## src/shared/tthp_pkg.sv

```systemverilog
// Notes on behaviour
// - One register-select input chooses the register each access reaches.
// - Strobe style: direction plus data strobe; split style: write and read strobes.
// - Data bus floats when deselected, strobe low, or read strobe high.
// - Interrupt mode pulls the open-drain output low after a finished burst.
// - Call-progress mode puts the squared in-band signal on that output.
// - Early steering rises on a valid tone pair and drops on any loss.
// - Steering above threshold registers the pair and updates the latch.
// - Steering below threshold re-arms acceptance of a new pair.
// - Guard output depends on early steering and steering level.
// - Registration latches the 4-bit code, then sets delayed steering later.
// - Digits 1-9 binary, zero ten, star pound A-C eleven-fifteen, D zero.
// - Latch updates on delayed steering rise; interrupt held low while set.
package tthp_pkg;

	// ==========================================
	// Timing
	localparam int unsigned CLK_HZ            = 10_000_000;
	localparam int unsigned SETTLE_NS         = 1000;
	localparam int unsigned SETTLE_CYC_RAW    = (SETTLE_NS * (CLK_HZ / 1_000_000) + 999) / 1000;
	localparam int unsigned SETTLE_CYC        = (SETTLE_CYC_RAW < 1) ? 1 : SETTLE_CYC_RAW;

	// ==========================================
	// Register select and reset values
	localparam logic       RSEL_DATA          = 1'b0;
	localparam logic       RSEL_CTRL          = 1'b1;
	localparam logic [3:0] RX_DATA_RST        = 4'h0;
	localparam logic [3:0] TX_DATA_RST        = 4'h0;
	localparam logic [3:0] CTRL_RST           = 4'h0;
	localparam int unsigned CTRL_IRQ_EN_BIT   = 0;
	localparam int unsigned CTRL_CP_MODE_BIT  = 1;
	localparam int unsigned STAT_DSTEER_BIT   = 0;
	localparam int unsigned STAT_IRQ_BIT      = 1;

	// ==========================================
	// Tone pair indexes: row*4+col, rows 697/770/852/941, cols 1209/1336/1477/1633
	localparam int unsigned ROWS              = 4;
	localparam int unsigned COLS              = 4;

endpackage : tthp_pkg

```

## src/rtl/tthp_host_pins.sv

```systemverilog
`timescale 1ns/10ps
module tthp_host_pins (
	input  wire logic       core_clk_i,
	input  wire logic       rst_i,
	input  wire logic       split_strobe_mode_i,
	input  wire logic       chip_sel_n_i,
	input  wire logic       register_select_i,
	input  wire logic       rw_or_write_n_i,
	input  wire logic       data_strobe_or_read_n_i,
	input  wire logic [3:0] host_data_nibble_i,
	output logic      [3:0] host_data_nibble_o,
	output logic            host_data_nibble_oe_o,
	input  wire logic       tone_valid_i,
	input  wire logic [1:0] tone_row_i,
	input  wire logic [1:0] tone_col_i,
	input  wire logic       callprog_sq_i,
	input  wire logic       tx_burst_done_i,
	output logic            early_steer_out_o,
	input  wire logic       steer_threshold_i,
	output logic            steer_in_guard_out_o,
	output logic            steer_in_guard_out_oe_o,
	output logic            irq_callprog_out_n_o,
	output logic            irq_callprog_out_n_oe_o,
	output logic      [3:0] tx_data_o,
	output logic      [3:0] ctrl_o,
	output logic            delayed_steer_o
);
	// ==========================================
	// Synchronisers
	logic [3:0] sync_s;
	logic       cs_s;
	logic       rw_s;
	logic       ds_s;
	logic       thr_s;

	tthp_sync #(.WIDTH(4)) u_sync (
		.core_clk_i (core_clk_i),
		.rst_i      (rst_i),
		.async_i    ({!chip_sel_n_i, rw_or_write_n_i, data_strobe_or_read_n_i, steer_threshold_i}),
		.sync_o     (sync_s)
	);
	// Select enters active high, so the cleared stages read as deselected
	assign {cs_s, rw_s, ds_s, thr_s} = sync_s;

	// ==========================================
	// Bus decode
	logic rd_act;
	logic wr_act;
	logic wr_act_q;
	logic rd_act_q;

	// Idle strobes outside an access do nothing since select gates them
	always_comb
	begin
		if (split_strobe_mode_i)
		begin
			rd_act = cs_s && !ds_s;
			wr_act = cs_s && !rw_s;
		end
		else
		begin
			rd_act = cs_s && ds_s && rw_s;
			wr_act = cs_s && ds_s && !rw_s;
		end
	end

	// Float rule uses raw pins so the bus releases without sync lag
	assign host_data_nibble_oe_o = split_strobe_mode_i
		? (!chip_sel_n_i && !data_strobe_or_read_n_i)
		: (!chip_sel_n_i && data_strobe_or_read_n_i && rw_or_write_n_i);

	always_ff @(posedge core_clk_i)
	begin
		if (rst_i)
		begin
			wr_act_q <= 1'b0;
			rd_act_q <= 1'b0;
		end
		else
		begin
			wr_act_q <= wr_act;
			rd_act_q <= rd_act;
		end
	end

	// ==========================================
	// Registers
	logic [3:0] rx_data_q;
	logic [3:0] pend_code_q;
	logic [3:0] ctrl_q;
	logic [3:0] tx_data_q;
	logic       dsteer_q;
	logic       irq_q;
	logic       rd_end;

	assign rd_end = rd_act_q && !rd_act;

	// Write taken on the synchronised leading edge: raw strobe still holds data
	// there, whereas the host may already drive new data at the trailing edge
	always_ff @(posedge core_clk_i)
	begin
		if (rst_i)
		begin
			ctrl_q    <= tthp_pkg::CTRL_RST;
			tx_data_q <= tthp_pkg::TX_DATA_RST;
		end
		else if (wr_act && !wr_act_q)
		begin
			if (register_select_i == tthp_pkg::RSEL_CTRL)
				ctrl_q <= host_data_nibble_i;
			else
				tx_data_q <= host_data_nibble_i;
		end
	end

	always_ff @(posedge core_clk_i)
	begin
		if (rst_i)
			host_data_nibble_o <= 4'h0;
		else if (register_select_i == tthp_pkg::RSEL_DATA)
			host_data_nibble_o <= rx_data_q;
		else
		begin
			host_data_nibble_o <= 4'h0;
			host_data_nibble_o[tthp_pkg::STAT_DSTEER_BIT] <= dsteer_q;
			host_data_nibble_o[tthp_pkg::STAT_IRQ_BIT]    <= irq_q;
		end
	end

	// ==========================================
	// Tone code
	function automatic logic [3:0] tthp_encode(input logic [1:0] row, input logic [1:0] col);
		logic [3:0] code;
		code = 4'h0;
		if (col == 2'h3)
			code = (row == 2'h3) ? 4'h0 : 4'(4'hd + row);
		else if (row == 2'h3)
			code = (col == 2'h0) ? 4'hb : ((col == 2'h1) ? 4'ha : 4'hc);
		else
			code = 4'(row * 3 + col + 1);
		return code;
	endfunction : tthp_encode

	// ==========================================
	// Steering
	typedef enum logic [2:0] {
		TTHP_ARMED  = 3'b001,
		TTHP_SETTLE = 3'b010,
		TTHP_HELD   = 3'b100
	} tthp_steer_e;

	tthp_steer_e st_q;
	logic [$clog2(tthp_pkg::SETTLE_CYC+1)-1:0] settle_q;

	assign early_steer_out_o = tone_valid_i;

	always_ff @(posedge core_clk_i)
	begin
		if (rst_i)
		begin
			st_q        <= TTHP_ARMED;
			settle_q    <= '0;
			pend_code_q <= tthp_pkg::RX_DATA_RST;
			rx_data_q   <= tthp_pkg::RX_DATA_RST;
			dsteer_q    <= 1'b0;
		end
		else
		begin
			if (rd_end && register_select_i == tthp_pkg::RSEL_DATA && thr_s == 1'b0)
				dsteer_q <= 1'b0;
			case (st_q)
				TTHP_ARMED:
					if (thr_s)
					begin
						pend_code_q <= tthp_encode(tone_row_i, tone_col_i);
						settle_q    <= '0;
						st_q        <= TTHP_SETTLE;
					end
				TTHP_SETTLE:
					if (settle_q == ($bits(settle_q))'(tthp_pkg::SETTLE_CYC - 1))
					begin
						rx_data_q <= pend_code_q;
						dsteer_q  <= 1'b1;
						st_q      <= TTHP_HELD;
					end
					else
						settle_q <= settle_q + 1'b1;
				TTHP_HELD:
					if (!thr_s)
					begin
						dsteer_q <= 1'b0;
						st_q     <= TTHP_ARMED;
					end
				default:
					st_q <= TTHP_ARMED;
			endcase
		end
	end

	// Guard drives high while tone held, low after tone loss until steering re-arms, then floats
	assign steer_in_guard_out_o    = tone_valid_i;
	assign steer_in_guard_out_oe_o = (st_q != TTHP_ARMED) || tone_valid_i;

	// ==========================================
	// Interrupt / call progress
	always_ff @(posedge core_clk_i)
	begin
		if (rst_i)
			irq_q <= 1'b0;
		else if (tx_burst_done_i || (st_q == TTHP_SETTLE && dsteer_q == 1'b0
			&& settle_q == ($bits(settle_q))'(tthp_pkg::SETTLE_CYC - 1)))
			irq_q <= 1'b1;
		else if (rd_end && register_select_i == tthp_pkg::RSEL_CTRL)
			irq_q <= 1'b0;
	end

	// Open drain: only ever drives low
	assign irq_callprog_out_n_o = 1'b0;
	assign irq_callprog_out_n_oe_o = ctrl_q[tthp_pkg::CTRL_CP_MODE_BIT]
		? !callprog_sq_i
		: (ctrl_q[tthp_pkg::CTRL_IRQ_EN_BIT] && (irq_q || dsteer_q));

	assign tx_data_o       = tx_data_q;
	assign ctrl_o          = ctrl_q;
	assign delayed_steer_o = dsteer_q;
endmodule : tthp_host_pins

```

## src/rtl/tthp_sync.sv

```systemverilog
`timescale 1ns/10ps
module tthp_sync #(
	parameter int unsigned WIDTH = 1
) (
	input  wire logic             core_clk_i,
	input  wire logic             rst_i,
	input  wire logic [WIDTH-1:0] async_i,
	output logic      [WIDTH-1:0] sync_o
);
	logic [WIDTH-1:0] meta_q;

	// First stage feeds only the second stage
	always_ff @(posedge core_clk_i)
	begin
		if (rst_i)
		begin
			meta_q <= '0;
			sync_o <= '0;
		end
		else
		begin
			meta_q <= async_i;
			sync_o <= meta_q;
		end
	end
endmodule : tthp_sync

```

## config.mk

```make
export PLATFORM = sky130hd
export DESIGN_NAME = tthp_host_pins
export DESIGN_NICKNAME = d
export VERILOG_FILES = /design/src/shared/tthp_pkg.sv /design/src/rtl/tthp_host_pins.sv /design/src/rtl/tthp_sync.sv
export SDC_FILE = /design/constraint.sdc
export NUM_CORES = 1
export LEC_CHECK = 0
export BUFFER_PORTS_ARGS = -buffer_cell sky130_fd_sc_hd__buf_2
export CAP_MARGIN = 20
export CELL_PAD_IN_SITES_DETAIL_PLACEMENT = 1
export CELL_PAD_IN_SITES_GLOBAL_PLACEMENT = 1
export CORE_ASPECT_RATIO = 0.6
export CORE_UTILIZATION = 44
export DETAILED_ROUTE_END_ITERATION = 12
export PLACE_DENSITY = 0.95
export SYNTH_ARGS = -nofsm -noshare
export SYNTH_HDL_FRONTEND = slang
export SYNTH_SLANG_ARGS = --single-unit
export TNS_END_PERCENT = 10
```

## constraint.sdc

```tcl
create_clock -name core_clk_i -period 3.4 [get_ports core_clk_i]
set_input_delay 0.68 -clock core_clk_i [delete_from_list [all_inputs] [get_ports core_clk_i]]
set_output_delay 0.68 -clock core_clk_i [all_outputs]
set_load 0.005 [all_outputs]
```

==> run_summary.xml, run 1 <==
<?xml version="1.0" encoding="UTF-8"?>
<metrics>
  <group name="outcome">
    <metric name="outcome" unit="">completed</metric>
  </group>
  <group name="placement">
    <metric name="portBuffers" unit="">36</metric>
    <metric name="place_congestion" unit="">0.7427</metric>
    <metric name="placed_cell_area" unit="µm²">1997</metric>
    <metric name="post_dp_hpwl" unit="µm">3214</metric>
  </group>
  <group name="critical_path">
    <metric name="regToRegSetupSlack" unit="ns">1.71</metric>
    <metric name="cp.arrival" unit="ns">2.43</metric>
    <metric name="worstSetupPathType" unit="">in -&gt; reg</metric>
    <metric name="reg2reg_from" unit="">settle_q[1]</metric>
    <metric name="crit_path_end_kind" unit="">register</metric>
    <metric name="worst_r2r_endpoint" unit="">settle_q[2]</metric>
    <metric name="path_max_fanout" unit="">4</metric>
    <metric name="rr_worst_depth" unit="">5</metric>
    <metric name="cp.required" unit="ns">3.56</metric>
    <metric name="critPathLaunchType" unit="">input pin</metric>
    <metric name="worst_setup_startpoint" unit="">tone_row_i[0]</metric>
  </group>
  <group name="clock_tree">
    <metric name="post-cts-setup-buffers" unit="">0</metric>
    <metric name="cts_made_buffers" unit="">5</metric>
    <metric name="clock_latency_at_the_later_pin_of_the_worst_skew_pair" unit="ns">0.30</metric>
    <metric name="cts_tree" unit="">built</metric>
    <metric name="numClockSinks" unit="">39</metric>
    <metric name="postCtsHoldBufs" unit="">0</metric>
    <metric name="htree_num_levels" unit="">2</metric>
    <metric name="cts_max_path_buffers" unit="">2</metric>
    <metric name="cts.clk_slew.worst_paths" unit="ns">0.08</metric>
    <metric name="resized_after_cts" unit="">0</metric>
    <metric name="root_buffer" unit="">clkbuf_8</metric>
  </group>
  <group name="synthesis">
    <metric name="synth_top_cell_by_area" unit="">dfxtp_1</metric>
    <metric name="ys_async_sr_fraction" unit="%">0</metric>
    <metric name="post_synthesis_cell_area" unit="µm²">1827</metric>
    <metric name="synth_top_cells_by_area" unit="">dfxtp_1, mux2i_1, nand2b_1</metric>
    <metric name="syn-num-nets" unit="">218</metric>
    <metric name="syn_area_per_cell" unit="µm²">9.564</metric>
    <metric name="synth-edff-count" unit="">0</metric>
    <metric name="synth.yosys.seq_area_share" unit="%">42.74</metric>
    <metric name="cell_with_the_most_instances_after_synthesis" unit="">dfxtp_1</metric>
    <metric name="yosys_warnings" unit="">0</metric>
    <metric name="synth_common_cells" unit="">dfxtp_1, nand2b_1, a21oi_1, mux2i_1</metric>
    <metric name="netlist-cell-type-count" unit="">48</metric>
    <metric name="synthCells" unit="">191</metric>
    <metric name="synth-seq-cells" unit="">39</metric>
    <metric name="synth_flop_cell" unit="">dfxtp_1</metric>
    <metric name="yosys.area.top_type_share" unit="%">42.74</metric>
  </group>
  <group name="global_route">
    <metric name="grt_max_degree" unit="">44</metric>
    <metric name="grt_pass1_vias" unit="">1537</metric>
    <metric name="grt_first_pass_wirelength" unit="µm">7590</metric>
    <metric name="grt_overflow" unit="">0</metric>
    <metric name="number_of_antenna_violations_at_the_first_check_in_global_routing" unit="">0</metric>
    <metric name="grt_usage" unit="%">23.47</metric>
  </group>
  <group name="cells_and_area">
    <metric name="final_design_area_no_fill" unit="µm²">2130</metric>
    <metric name="regArea" unit="µm²">780.7</metric>
    <metric name="fillerInstances" unit="">459</metric>
    <metric name="layout-area-overhead-vs-synth" unit="%">16.58</metric>
    <metric name="nets" unit="">247</metric>
    <metric name="drive_above_1_share" unit="%">22.62</metric>
    <metric name="multiInputGateArea" unit="µm²">950.9</metric>
    <metric name="num_antenna_cells" unit="">0</metric>
  </group>
  <group name="timing">
    <metric name="clock-skew-final" unit="ns">0.007622</metric>
    <metric name="timing.final.crit_period" unit="ns">2.273</metric>
    <metric name="worst-slew-pin-transition" unit="ns">0.6886</metric>
    <metric name="final_hold_viol_count" unit="">0</metric>
    <metric name="setup_tns" unit="ns">0</metric>
    <metric name="unrepaired_setup_endpoints_after_global_routing" unit="">no</metric>
    <metric name="timing.final.setup_violations" unit="">0</metric>
    <metric name="post-route-period-util" unit="%">66.86</metric>
    <metric name="slew_viol_final" unit="">0</metric>
    <metric name="relSlewSlack" unit="%">54.09</metric>
    <metric name="maximum_clock_frequency" unit="MHz">439.9</metric>
  </group>
  <group name="floorplanning">
    <metric name="die_height" unit="µm">51.91</metric>
    <metric name="die_area" unit="µm²">4422</metric>
    <metric name="number_of_top_level_design_ports" unit="">38</metric>
    <metric name="core_area" unit="µm²">3829</metric>
    <metric name="initial_standard_cell_utilization_of_the_core" unit="%">47.71</metric>
    <metric name="fp-row-count" unit="">17</metric>
    <metric name="floorplan.die.width" unit="µm">85.19</metric>
  </group>
  <group name="drt">
    <metric name="detail_route.first_pass.iterations" unit="">4</metric>
    <metric name="dr_total_vias" unit="">1494</metric>
    <metric name="vias_per_cell" unit="">5.575</metric>
    <metric name="route.detailed.wl_per_inst" unit="µm">17.14</metric>
    <metric name="drt_wl_total" unit="µm">4593</metric>
    <metric name="route.antenna.remaining_nets" unit="">0</metric>
    <metric name="drcViolationCount" unit="">0</metric>
    <metric name="first_iter_violations" unit="">69</metric>
  </group>
  <group name="hold_path">
    <metric name="min_delay_worst_endpoint" unit="">u_sync.sync_o[0]</metric>
    <metric name="hold_path_startpoint" unit="">u_sync.meta_q[0]</metric>
    <metric name="worstHoldPathCells" unit="">1</metric>
    <metric name="type_of_the_most_critical_hold_path" unit="">reg -&gt; reg</metric>
  </group>
  <group name="flow_run">
    <metric name="drv_cap" unit="">0</metric>
  </group>
  <group name="power_and_ir_drop">
    <metric name="max-vdd-ir-drop" unit="mV">0.4355</metric>
    <metric name="leakagePower" unit="nW">0.8720</metric>
    <metric name="p_per_area" unit="nW/µm²">480.3</metric>
  </group>
</metrics>
## final cells by class
class,count,area share [%]
clock inverters,2,2.820
flip-flops and latches,39,36.66
well taps,47,2.761
multi-input cells,132,44.65
clock buffers,6,3.408
inverters,5,0.8813
repair buffers,37,8.813
## per-layer routing
metal / global-route usage (%) / wire, µm
met2: 38.04 / 2146
met5: 0 / 0
met4: 11.02 / 130
met1: 28.35 / 2138
met3: 8.254 / 177
## through the flow
step	utilization (%)	worst slack (ns)	power, mW	hold WS, ns	cells
3_3_place_gp	52.16	0.8792	0.5667	0.4174	260
2_1_floorplan	-	1.067	0.5431	0.4138	191
4_1_cts	55.62	1.139	1.028	0.4446	268
5_1_grt	55.62	0.9976	1.059	0.4577	268
6_report	55.62	1.127	1.023	0.4420	268
3_5_place_dp	52.16	0.8047	0.5745	0.4271	260
## report_power, final
part           switching, mW  total, mW  internal, mW
combinational         0.0467     0.0901        0.0434
sequential           0.00679      0.474         0.467
clock                  0.166      0.459         0.293
## cells in the final DEF, fill, tap and decap left out, types with 3 or more instances in the layout
cell type  synthesis  layout
dfxtp_1           39      39
buf_2              1      36
nand2b_1          18      18
a21oi_1           14      14
mux2i_1           12      12
nor2_1             9       9
o21ai_0            8       8
nor2b_1            7       7
ha_1               6       6
inv_1              5       5
a211oi_1           5       5
nand3_1            5       5
clkbuf_8           0       5
nand2_1            4       4
nand3b_1           3       3
nor3_1             3       3
or4_1              3       3
o211ai_1           3       3
## flip-flops by register name, summed over array words and instances, names as in the netlist
name and count:
ctrl_o 4, host_data_nibble_o 4, pend_code_q 4, rx_data_q 4
settle_q 4, tx_data_o 4, u_sync.meta_q 4, u_sync.sync_o 4
st_q 3, delayed_steer_o 1, irq_q 1, rd_act_q 1
wr_act_q 1
## worst max-delay path by stage
stage	endpoint	cells past startpoint
2_1_floorplan	pend_code_q[1]	5
6_report	pend_code_q[1]	6
3_3_place_gp	pend_code_q[1]	6
4_1_cts	pend_code_q[1]	6
5_1_grt	pend_code_q[1]	6
3_5_place_dp	pend_code_q[1]	6
## worst max-delay path: stages
cell      delay, ns
buf_2          0.13
fa_1           0.61
fa_1           0.43
or2_2          0.30
a211oi_1       0.20
nor3_1         0.08
## kinds of logic after synthesis
family	Yosys count	synth area share, %
AO/OA/AOI/OAI	40	13.63
buffers and inverters	20	5.205
flip-flops	39	42.74
other	1	0.2053
XOR/XNOR	2	0.9591
multiplexers	13	7.192
AND/OR/NAND/NOR	68	23.77
adder cells (fa/ha/maj)	8	6.301
Power figures use the tool's default switching activity.
==> run 2: changes to the inputs <==
--- a/config.mk
+++ b/config.mk
@@ -5,14 +5,15 @@
 export SDC_FILE = /design/constraint.sdc
 export NUM_CORES = 1
 export LEC_CHECK = 0
+export ABC_AREA = 1
 export BUFFER_PORTS_ARGS = -buffer_cell sky130_fd_sc_hd__buf_2
 export CAP_MARGIN = 20
 export CELL_PAD_IN_SITES_DETAIL_PLACEMENT = 1
 export CELL_PAD_IN_SITES_GLOBAL_PLACEMENT = 1
 export CORE_ASPECT_RATIO = 0.6
-export CORE_UTILIZATION = 44
+export CORE_UTILIZATION = 38
 export DETAILED_ROUTE_END_ITERATION = 12
-export PLACE_DENSITY = 0.95
+export PLACE_DENSITY = 0.88
 export SYNTH_ARGS = -nofsm -noshare
 export SYNTH_HDL_FRONTEND = slang
 export SYNTH_SLANG_ARGS = --single-unit
==> constraint.sdc (replaced) <==
create_clock -name core_clk_i -period 2.25 [get_ports core_clk_i]
set_input_delay 0.45 -clock core_clk_i [delete_from_list [all_inputs] [get_ports core_clk_i]]
set_output_delay 0.45 -clock core_clk_i [all_outputs]
set_load 0.005 [all_outputs]
==> run 2 against run 1 <==
  * Combinational power increased by 64%
  * Sequential share of layout area increased by 2.4 points
  * First-iteration DRC count decreased by 28%
  * Register-to-register slack got worse by 0.82 ns
  * Critical path depth increased by 3
  * Setup slack got worse by 0.69 ns
  * Count of clock-buffer cells in the layout decreased by 1
  * Power increased by 32%
  * Non-clock buffer count unchanged
  * Clock power increased by 3%
  * Critical path type unchanged
  * Highest routed layer unchanged
==> run_summary.xml, run 2 <==
<?xml version="1.0" encoding="UTF-8"?>
<metrics>
  <group name="outcome">
    <metric name="outcome" unit="">completed</metric>
  </group>
  <group name="power_and_ir_drop">
    <metric name="power_report.internal_total" unit="µW">986.9</metric>
    <metric name="max-vdd-ir-drop" unit="mV">0.3239</metric>
    <metric name="p_per_area" unit="nW/µm²">674.2</metric>
    <metric name="clock_power_share" unit="%">35.2</metric>
    <metric name="leakagePower" unit="nW">0.9512</metric>
    <metric name="net-switching-power" unit="µW">359.3</metric>
    <metric name="swShare" unit="%">26.69</metric>
    <metric name="report.power.total" unit="mW">1.346</metric>
    <metric name="portion_of_total_power_attributed_to_combinational_logic" unit="%">11.0</metric>
    <metric name="pwr-share-seq" unit="%">53.8</metric>
  </group>
  <group name="drt">
    <metric name="vias_per_cell" unit="">4.858</metric>
    <metric name="route.detailed.wl_per_inst" unit="µm">13.25</metric>
    <metric name="route.antenna.remaining_nets" unit="">0</metric>
    <metric name="dr_total_vias" unit="">1506</metric>
    <metric name="drt_wl_total" unit="µm">4109</metric>
    <metric name="drcViolationCount" unit="">0</metric>
    <metric name="first_iter_violations" unit="">50</metric>
    <metric name="detail_route.first_pass.iterations" unit="">4</metric>
  </group>
  <group name="critical_path">
    <metric name="cp.required" unit="ns">2.45</metric>
    <metric name="path_max_fanout" unit="">4</metric>
    <metric name="worstSetupPathType" unit="">in -&gt; reg</metric>
    <metric name="crit_path_end_kind" unit="">register</metric>
    <metric name="critPathLaunchType" unit="">input pin</metric>
    <metric name="cp.arrival" unit="ns">2.02</metric>
  </group>
  <group name="synthesis">
    <metric name="synth.yosys.seq_area_share" unit="%">46.36</metric>
    <metric name="synth_top_cells_by_area" unit="">dfxtp_1, nor2_1, inv_1</metric>
    <metric name="synth_common_cells" unit="">nor2_1, dfxtp_1, inv_1, nand2_1, o21ai_0</metric>
    <metric name="netlist-cell-type-count" unit="">31</metric>
    <metric name="synthCells" unit="">212</metric>
    <metric name="syn-num-nets" unit="">239</metric>
    <metric name="cell_with_the_most_instances_after_synthesis" unit="">nor2_1</metric>
    <metric name="synth-seq-cells" unit="">39</metric>
    <metric name="synth-edff-count" unit="">0</metric>
    <metric name="synth_top_cell_by_area" unit="">dfxtp_1</metric>
    <metric name="syn_area_per_cell" unit="µm²">7.944</metric>
    <metric name="yosys_warnings" unit="">0</metric>
    <metric name="post_synthesis_cell_area" unit="µm²">1684</metric>
    <metric name="yosys.area.top_type_share" unit="%">46.36</metric>
    <metric name="synth_flop_cell" unit="">dfxtp_1</metric>
    <metric name="ys_async_sr_fraction" unit="%">0</metric>
  </group>
  <group name="cells_and_area">
    <metric name="drive_above_1_share" unit="%">22.80</metric>
    <metric name="layout_common_cells" unit="">nor2_1, dfxtp_1, buf_2</metric>
    <metric name="stdcell_count" unit="">310</metric>
    <metric name="nets" unit="">276</metric>
    <metric name="final_util" unit="%">47.67</metric>
    <metric name="layout-area-overhead-vs-synth" unit="%">18.57</metric>
    <metric name="fillerInstances" unit="">551</metric>
    <metric name="layout.cells.most_common" unit="">nor2_1</metric>
    <metric name="num_antenna_cells" unit="">0</metric>
  </group>
  <group name="timing">
    <metric name="clock-skew-final" unit="ns">0.009158</metric>
    <metric name="timing.final.crit_period" unit="ns">1.818</metric>
    <metric name="worst-slew-pin-transition" unit="ns">0.6013</metric>
    <metric name="maximum_clock_frequency" unit="MHz">550.1</metric>
    <metric name="final_hold_viol_count" unit="">0</metric>
    <metric name="unrepaired_setup_endpoints_after_global_routing" unit="">no</metric>
    <metric name="relSlewSlack" unit="%">59.87</metric>
    <metric name="setup_tns" unit="ns">0</metric>
    <metric name="timing.final.setup_violations" unit="">0</metric>
    <metric name="slew_viol_final" unit="">0</metric>
    <metric name="post-route-period-util" unit="%">80.79</metric>
  </group>
  <group name="clock_tree">
    <metric name="htree_num_levels" unit="">2</metric>
    <metric name="root_buffer" unit="">clkbuf_8</metric>
    <metric name="clock_latency_at_the_later_pin_of_the_worst_skew_pair" unit="ns">0.30</metric>
    <metric name="post-cts-setup-buffers" unit="">0</metric>
    <metric name="postCtsHoldBufs" unit="">0</metric>
    <metric name="cts.clk_slew.worst_paths" unit="ns">0.08</metric>
    <metric name="cts_max_path_buffers" unit="">2</metric>
    <metric name="cts_tree" unit="">built</metric>
    <metric name="cts_made_buffers" unit="">5</metric>
    <metric name="resized_after_cts" unit="">0</metric>
    <metric name="numClockSinks" unit="">39</metric>
  </group>
  <group name="placement">
    <metric name="post_dp_hpwl" unit="µm">3152</metric>
    <metric name="placedCellCount" unit="">302</metric>
    <metric name="place_congestion" unit="">0.7866</metric>
    <metric name="portBuffers" unit="">36</metric>
  </group>
  <group name="global_route">
    <metric name="grt_pass1_vias" unit="">1489</metric>
    <metric name="grt_first_pass_wirelength" unit="µm">6782</metric>
    <metric name="grt_max_degree" unit="">23</metric>
    <metric name="grt_overflow" unit="">0</metric>
    <metric name="grt_usage" unit="%">19.54</metric>
    <metric name="number_of_antenna_violations_at_the_first_check_in_global_routing" unit="">0</metric>
  </group>
  <group name="floorplanning">
    <metric name="initial_standard_cell_utilization_of_the_core" unit="%">40.20</metric>
    <metric name="fp-row-count" unit="">18</metric>
    <metric name="die_area" unit="µm²">4711</metric>
    <metric name="die_height" unit="µm">53.57</metric>
    <metric name="core_area" unit="µm²">4189</metric>
    <metric name="floorplan.die.width" unit="µm">87.95</metric>
    <metric name="number_of_top_level_design_ports" unit="">38</metric>
  </group>
  <group name="flow_run">
    <metric name="drv_cap" unit="">0</metric>
  </group>
  <group name="hold_path">
    <metric name="type_of_the_most_critical_hold_path" unit="">in -&gt; reg</metric>
  </group>
</metrics>
## run 2: cell count changes in the layout (fill, tap and decap cells not counted), sizes merged, moves of 3 or more
cell    previous run  this run
nor2               9        44
nor2b              7         0
mux2i             12         1
a211oi             5         1
inv                5        30
nand3              5        12
nand2              4        17
nand2b            18         0
nand3b             3         0
or4                3         0
o21ai              8        22
## run 2: layout make-up
class | instances | area [µm²] | area share [%]
sequential | 39 | 780.7 | 39.10
multi-input combinational | 136 | 752.0 | 37.66
timing repair buffer | 37 | 187.7 | 9.398
inverter | 30 | 112.6 | 5.639
tap | 60 | 75.07 | 3.759
clock buffer | 5 | 68.82 | 3.446
clock inverter | 3 | 20.02 | 1.003
## run 2: cell families after synthesis
| family | count (synthesis) | synth area share [%] |
|---|---|---|
| compound gates | 40 | 12.85 |
| xor+xnor | 1 | 0.5202 |
| fa+ha+maj | 8 | 6.835 |
| buf+inv | 37 | 8.989 |
| flops | 39 | 46.36 |
| mux | 1 | 0.5944 |
| other cells | 1 | 0.2227 |
| simple gates | 85 | 23.63 |
## run 2: worst paths after layout
path                     from                to  slack, ns  depth (start not counted)
max             tone_row_i[0]    pend_code_q[2]       0.43                          9
min              chip_sel_n_i  u_sync.meta_q[3]       0.33                          2
max reg2reg       settle_q[1]       settle_q[0]       0.89                          8
min reg2reg  u_sync.meta_q[0]  u_sync.sync_o[0]       0.42                          2
## run 2: critical path, cell delays in order
cell	delay (ns)
buf_2	0.13
fa_1	0.53
fa_1	0.43
xnor2_1	0.15
nand2_1	0.07
nand3_1	0.07
nand2_1	0.06
o211ai_1	0.08
inv_1	0.05
## run 2: power groups by stage
stage | Combinational, mW | Clock, mW | Sequential [mW]
6_report | 0.148 | 0.474 | 0.724
3_5_place_dp | 0.148 | 0 | 0.740
3_3_place_gp | 0.138 | 0 | 0.738
5_1_grt | 0.171 | 0.510 | 0.726
4_1_cts | 0.149 | 0.485 | 0.724
2_1_floorplan | 0.0920 | 0 | 0.737
## run 2: per-stage QoR
stage,cell area (µm²),setup slack (ns),hold slack [ns]
after floorplan,1684,0.3553,0.3883
after global placement,1908,0.1705,0.3922
after detailed placement,1908,0.1332,0.4077
after CTS,1997,0.4362,0.3233
after global routing,1997,0.2697,0.3253
final,1997,0.4321,0.3278
## run 2: layer usage
| metal | vias to the layer above | wire, µm | GRT usage (%) |
|---|---|---|---|
| met5 | - | 0 | 0 |
| met4 | 0 | 28 | 6.284 |
| met3 | 5 | 176 | 5.215 |
| met2 | 34 | 1916 | 34.37 |
| met1 | 711 | 1987 | 23.73 |
| li1 | 756 | - | - |
==> run 3: changes to the inputs <==
==> constraint.sdc (replaced) <==
create_clock -name core_clk_i -period 1.73 [get_ports core_clk_i]
set_input_delay 0.346 -clock core_clk_i [delete_from_list [all_inputs] [get_ports core_clk_i]]
set_output_delay 0.346 -clock core_clk_i [all_outputs]
set_load 0.005 [all_outputs]
==> run 3 against run 2 <==
  * Sequential cell count did not move
  * Via count is 1.5% higher
  * Clock power rose by 61%
  * Power rose by 42%
  * Highest routed layer unchanged
  * Critical path type is now reg -> out
  * Largest cell class unchanged
  * Core utilization rose by 1.8 points
  * Largest power group unchanged
  * Cell area is 3.7% higher
==> run_summary.xml, run 3 (same netlist as run 2, synthesis figures left out) <==
<?xml version="1.0" encoding="UTF-8"?>
<metrics>
  <group name="outcome">
    <metric name="outcome" unit="">completed</metric>
  </group>
  <group name="critical_path">
    <metric name="crit_path_end_kind" unit="">output port</metric>
    <metric name="path_max_fanout" unit="">4</metric>
    <metric name="worst_setup_startpoint" unit="">st_q[2]</metric>
    <metric name="reg2reg_from" unit="">settle_q[0]</metric>
    <metric name="cp-endpoint" unit="">steer_in_guard_out_oe_o</metric>
    <metric name="rr_worst_depth" unit="">6</metric>
    <metric name="worst_r2r_endpoint" unit="">settle_q[3]</metric>
    <metric name="cp.arrival" unit="ns">1.29</metric>
    <metric name="worstSetupPathType" unit="">reg -&gt; out</metric>
    <metric name="regToRegSetupSlack" unit="ns">0.39</metric>
    <metric name="cp.required" unit="ns">1.38</metric>
    <metric name="critPathLaunchType" unit="">register</metric>
  </group>
  <group name="global_route">
    <metric name="grt_overflow" unit="">0</metric>
    <metric name="grt_first_pass_wirelength" unit="µm">6679</metric>
    <metric name="grt_usage" unit="%">19.26</metric>
    <metric name="grt_pass1_vias" unit="">1477</metric>
    <metric name="number_of_antenna_violations_at_the_first_check_in_global_routing" unit="">0</metric>
    <metric name="grt_max_degree" unit="">17</metric>
  </group>
  <group name="placement">
    <metric name="place_congestion" unit="">0.7710</metric>
    <metric name="dpl_worst_slack" unit="ns">-0.2217</metric>
    <metric name="portBuffers" unit="">36</metric>
    <metric name="placedCellCount" unit="">308</metric>
    <metric name="post_dp_hpwl" unit="µm">3159</metric>
  </group>
  <group name="floorplanning">
    <metric name="number_of_top_level_design_ports" unit="">38</metric>
    <metric name="core_area" unit="µm²">4189</metric>
    <metric name="initial_standard_cell_utilization_of_the_core" unit="%">40.20</metric>
    <metric name="die_height" unit="µm">53.57</metric>
    <metric name="die_area" unit="µm²">4711</metric>
    <metric name="floorplan.die.width" unit="µm">87.95</metric>
    <metric name="fp-row-count" unit="">18</metric>
  </group>
  <group name="timing">
    <metric name="post-route-period-util" unit="%">94.29</metric>
    <metric name="maximum_clock_frequency" unit="MHz">613.0</metric>
    <metric name="unrepaired_setup_endpoints_after_global_routing" unit="">no</metric>
    <metric name="timing.final.setup_violations" unit="">0</metric>
    <metric name="post-route-worst-setup-slack" unit="ns">0.09877</metric>
    <metric name="slew_viol_final" unit="">0</metric>
    <metric name="timing.final.crit_period" unit="ns">1.631</metric>
    <metric name="clock-skew-final" unit="ns">0.008412</metric>
    <metric name="final_hold_viol_count" unit="">0</metric>
    <metric name="finalHoldWorstSlack" unit="ns">0.2322</metric>
  </group>
  <group name="clock_tree">
    <metric name="cts_made_buffers" unit="">5</metric>
    <metric name="root_buffer" unit="">clkbuf_8</metric>
    <metric name="cts_tree" unit="">built</metric>
    <metric name="numClockSinks" unit="">39</metric>
    <metric name="cts.clk_slew.worst_paths" unit="ns">0.08</metric>
    <metric name="postCtsHoldBufs" unit="">0</metric>
    <metric name="htree_num_levels" unit="">2</metric>
    <metric name="post-cts-setup-buffers" unit="">0</metric>
    <metric name="cts_max_path_buffers" unit="">2</metric>
    <metric name="clock_latency_at_the_later_pin_of_the_worst_skew_pair" unit="ns">0.29</metric>
  </group>
  <group name="drt">
    <metric name="dr_total_vias" unit="">1528</metric>
    <metric name="detail_route.first_pass.iterations" unit="">4</metric>
    <metric name="route.detailed.wl_per_inst" unit="µm">12.69</metric>
    <metric name="drt_wl_total" unit="µm">4009</metric>
    <metric name="vias_per_cell" unit="">4.835</metric>
    <metric name="route.antenna.remaining_nets" unit="">0</metric>
    <metric name="first_iter_violations" unit="">34</metric>
    <metric name="drcViolationCount" unit="">0</metric>
  </group>
  <group name="cells_and_area">
    <metric name="drive_above_1_share" unit="%">25.39</metric>
    <metric name="layout-area-overhead-vs-synth" unit="%">22.96</metric>
    <metric name="layout.cells.most_common" unit="">nor2_1</metric>
    <metric name="final_util" unit="%">49.43</metric>
    <metric name="nets" unit="">282</metric>
    <metric name="layout_common_cells" unit="">nor2_1, dfxtp_1, buf_2</metric>
    <metric name="stdcell_count" unit="">316</metric>
    <metric name="num_antenna_cells" unit="">0</metric>
  </group>
  <group name="power_and_ir_drop">
    <metric name="max-vdd-ir-drop" unit="mV">0.3700</metric>
    <metric name="report.power.total" unit="mW">1.908</metric>
    <metric name="p_per_area" unit="nW/µm²">921.2</metric>
    <metric name="leakagePower" unit="nW">0.9957</metric>
  </group>
  <group name="hold_path">
    <metric name="type_of_the_most_critical_hold_path" unit="">in -&gt; reg</metric>
  </group>
  <group name="flow_run">
    <metric name="drv_cap" unit="">0</metric>
  </group>
</metrics>
-- run 3: cell types whose count changed in the layout (fill, tap and decap cells not counted), sizes merged --
| cell | before | now |
|---|---|---|
| clkinv | 1 | 2 |
| bufinv | 0 | 1 |
| clkinvlp | 2 | 0 |
| buf | 37 | 43 |
-- run 3: worst min-delay path by stage --
| stage | startpoint | to | cells after the start |
|---|---|---|---|
| after CTS | chip_sel_n_i | u_sync.meta_q[3] | 2 |
| after floorplan | u_sync.meta_q[0] | u_sync.sync_o[0] | 2 |
| after detailed placement | u_sync.meta_q[2] | u_sync.sync_o[2] | 2 |
| after global routing | chip_sel_n_i | u_sync.meta_q[3] | 2 |
| final | chip_sel_n_i | u_sync.meta_q[3] | 2 |
| after global placement | u_sync.meta_q[1] | u_sync.sync_o[1] | 2 |
-- run 3: what timing repair did --
action                                 4_1_cts  5_1_grt
endpoints found under the hold margin        0        0
setup endpoints to repair                    0        1
gates resized for setup                      0        1
-- run 3: final cells by class --
| class | instances | area (µm²) |
|---|---|---|
| fill | 557 | 2118 |
| sequential | 39 | 780.7 |
| multi-input combinational | 136 | 757.0 |
| timing repair buffer | 43 | 232.7 |
| inverter | 30 | 112.6 |
| tap | 60 | 75.07 |
| clock buffer | 5 | 68.82 |
| clock inverter | 3 | 43.79 |
-- run 3: per-stage QoR --
step	setup TNS, ns	cell area (µm²)
floorplan	-0.01753	1687
global placement	-0.3273	1956
detailed placement	-0.4235	1956
CTS	0	2068
global route	0	2071
finish	0	2071
-- run 3: routing by layer --
layer  vias up  share of wire [%]  track usage (%)
li1        763                  -                -
met1       725                 50            24.25
met2        33                 45            32.17
met3         7                4.2            5.368
met4         0                1.0            6.831
met5         -                  0                0
-- run 3: report_power, final --
part / switching [mW] / internal, mW
logic: 0.114 / 0.0885
clock network: 0.334 / 0.430
registers: 0.0165 / 0.925
-- run 3: critical path, stage by stage (launching register included) --
cell,delay [ns]
dfxtp_1,0.37
inv_1,0.10
nand3_1,0.11
or2_2,0.28
buf_2,0.13
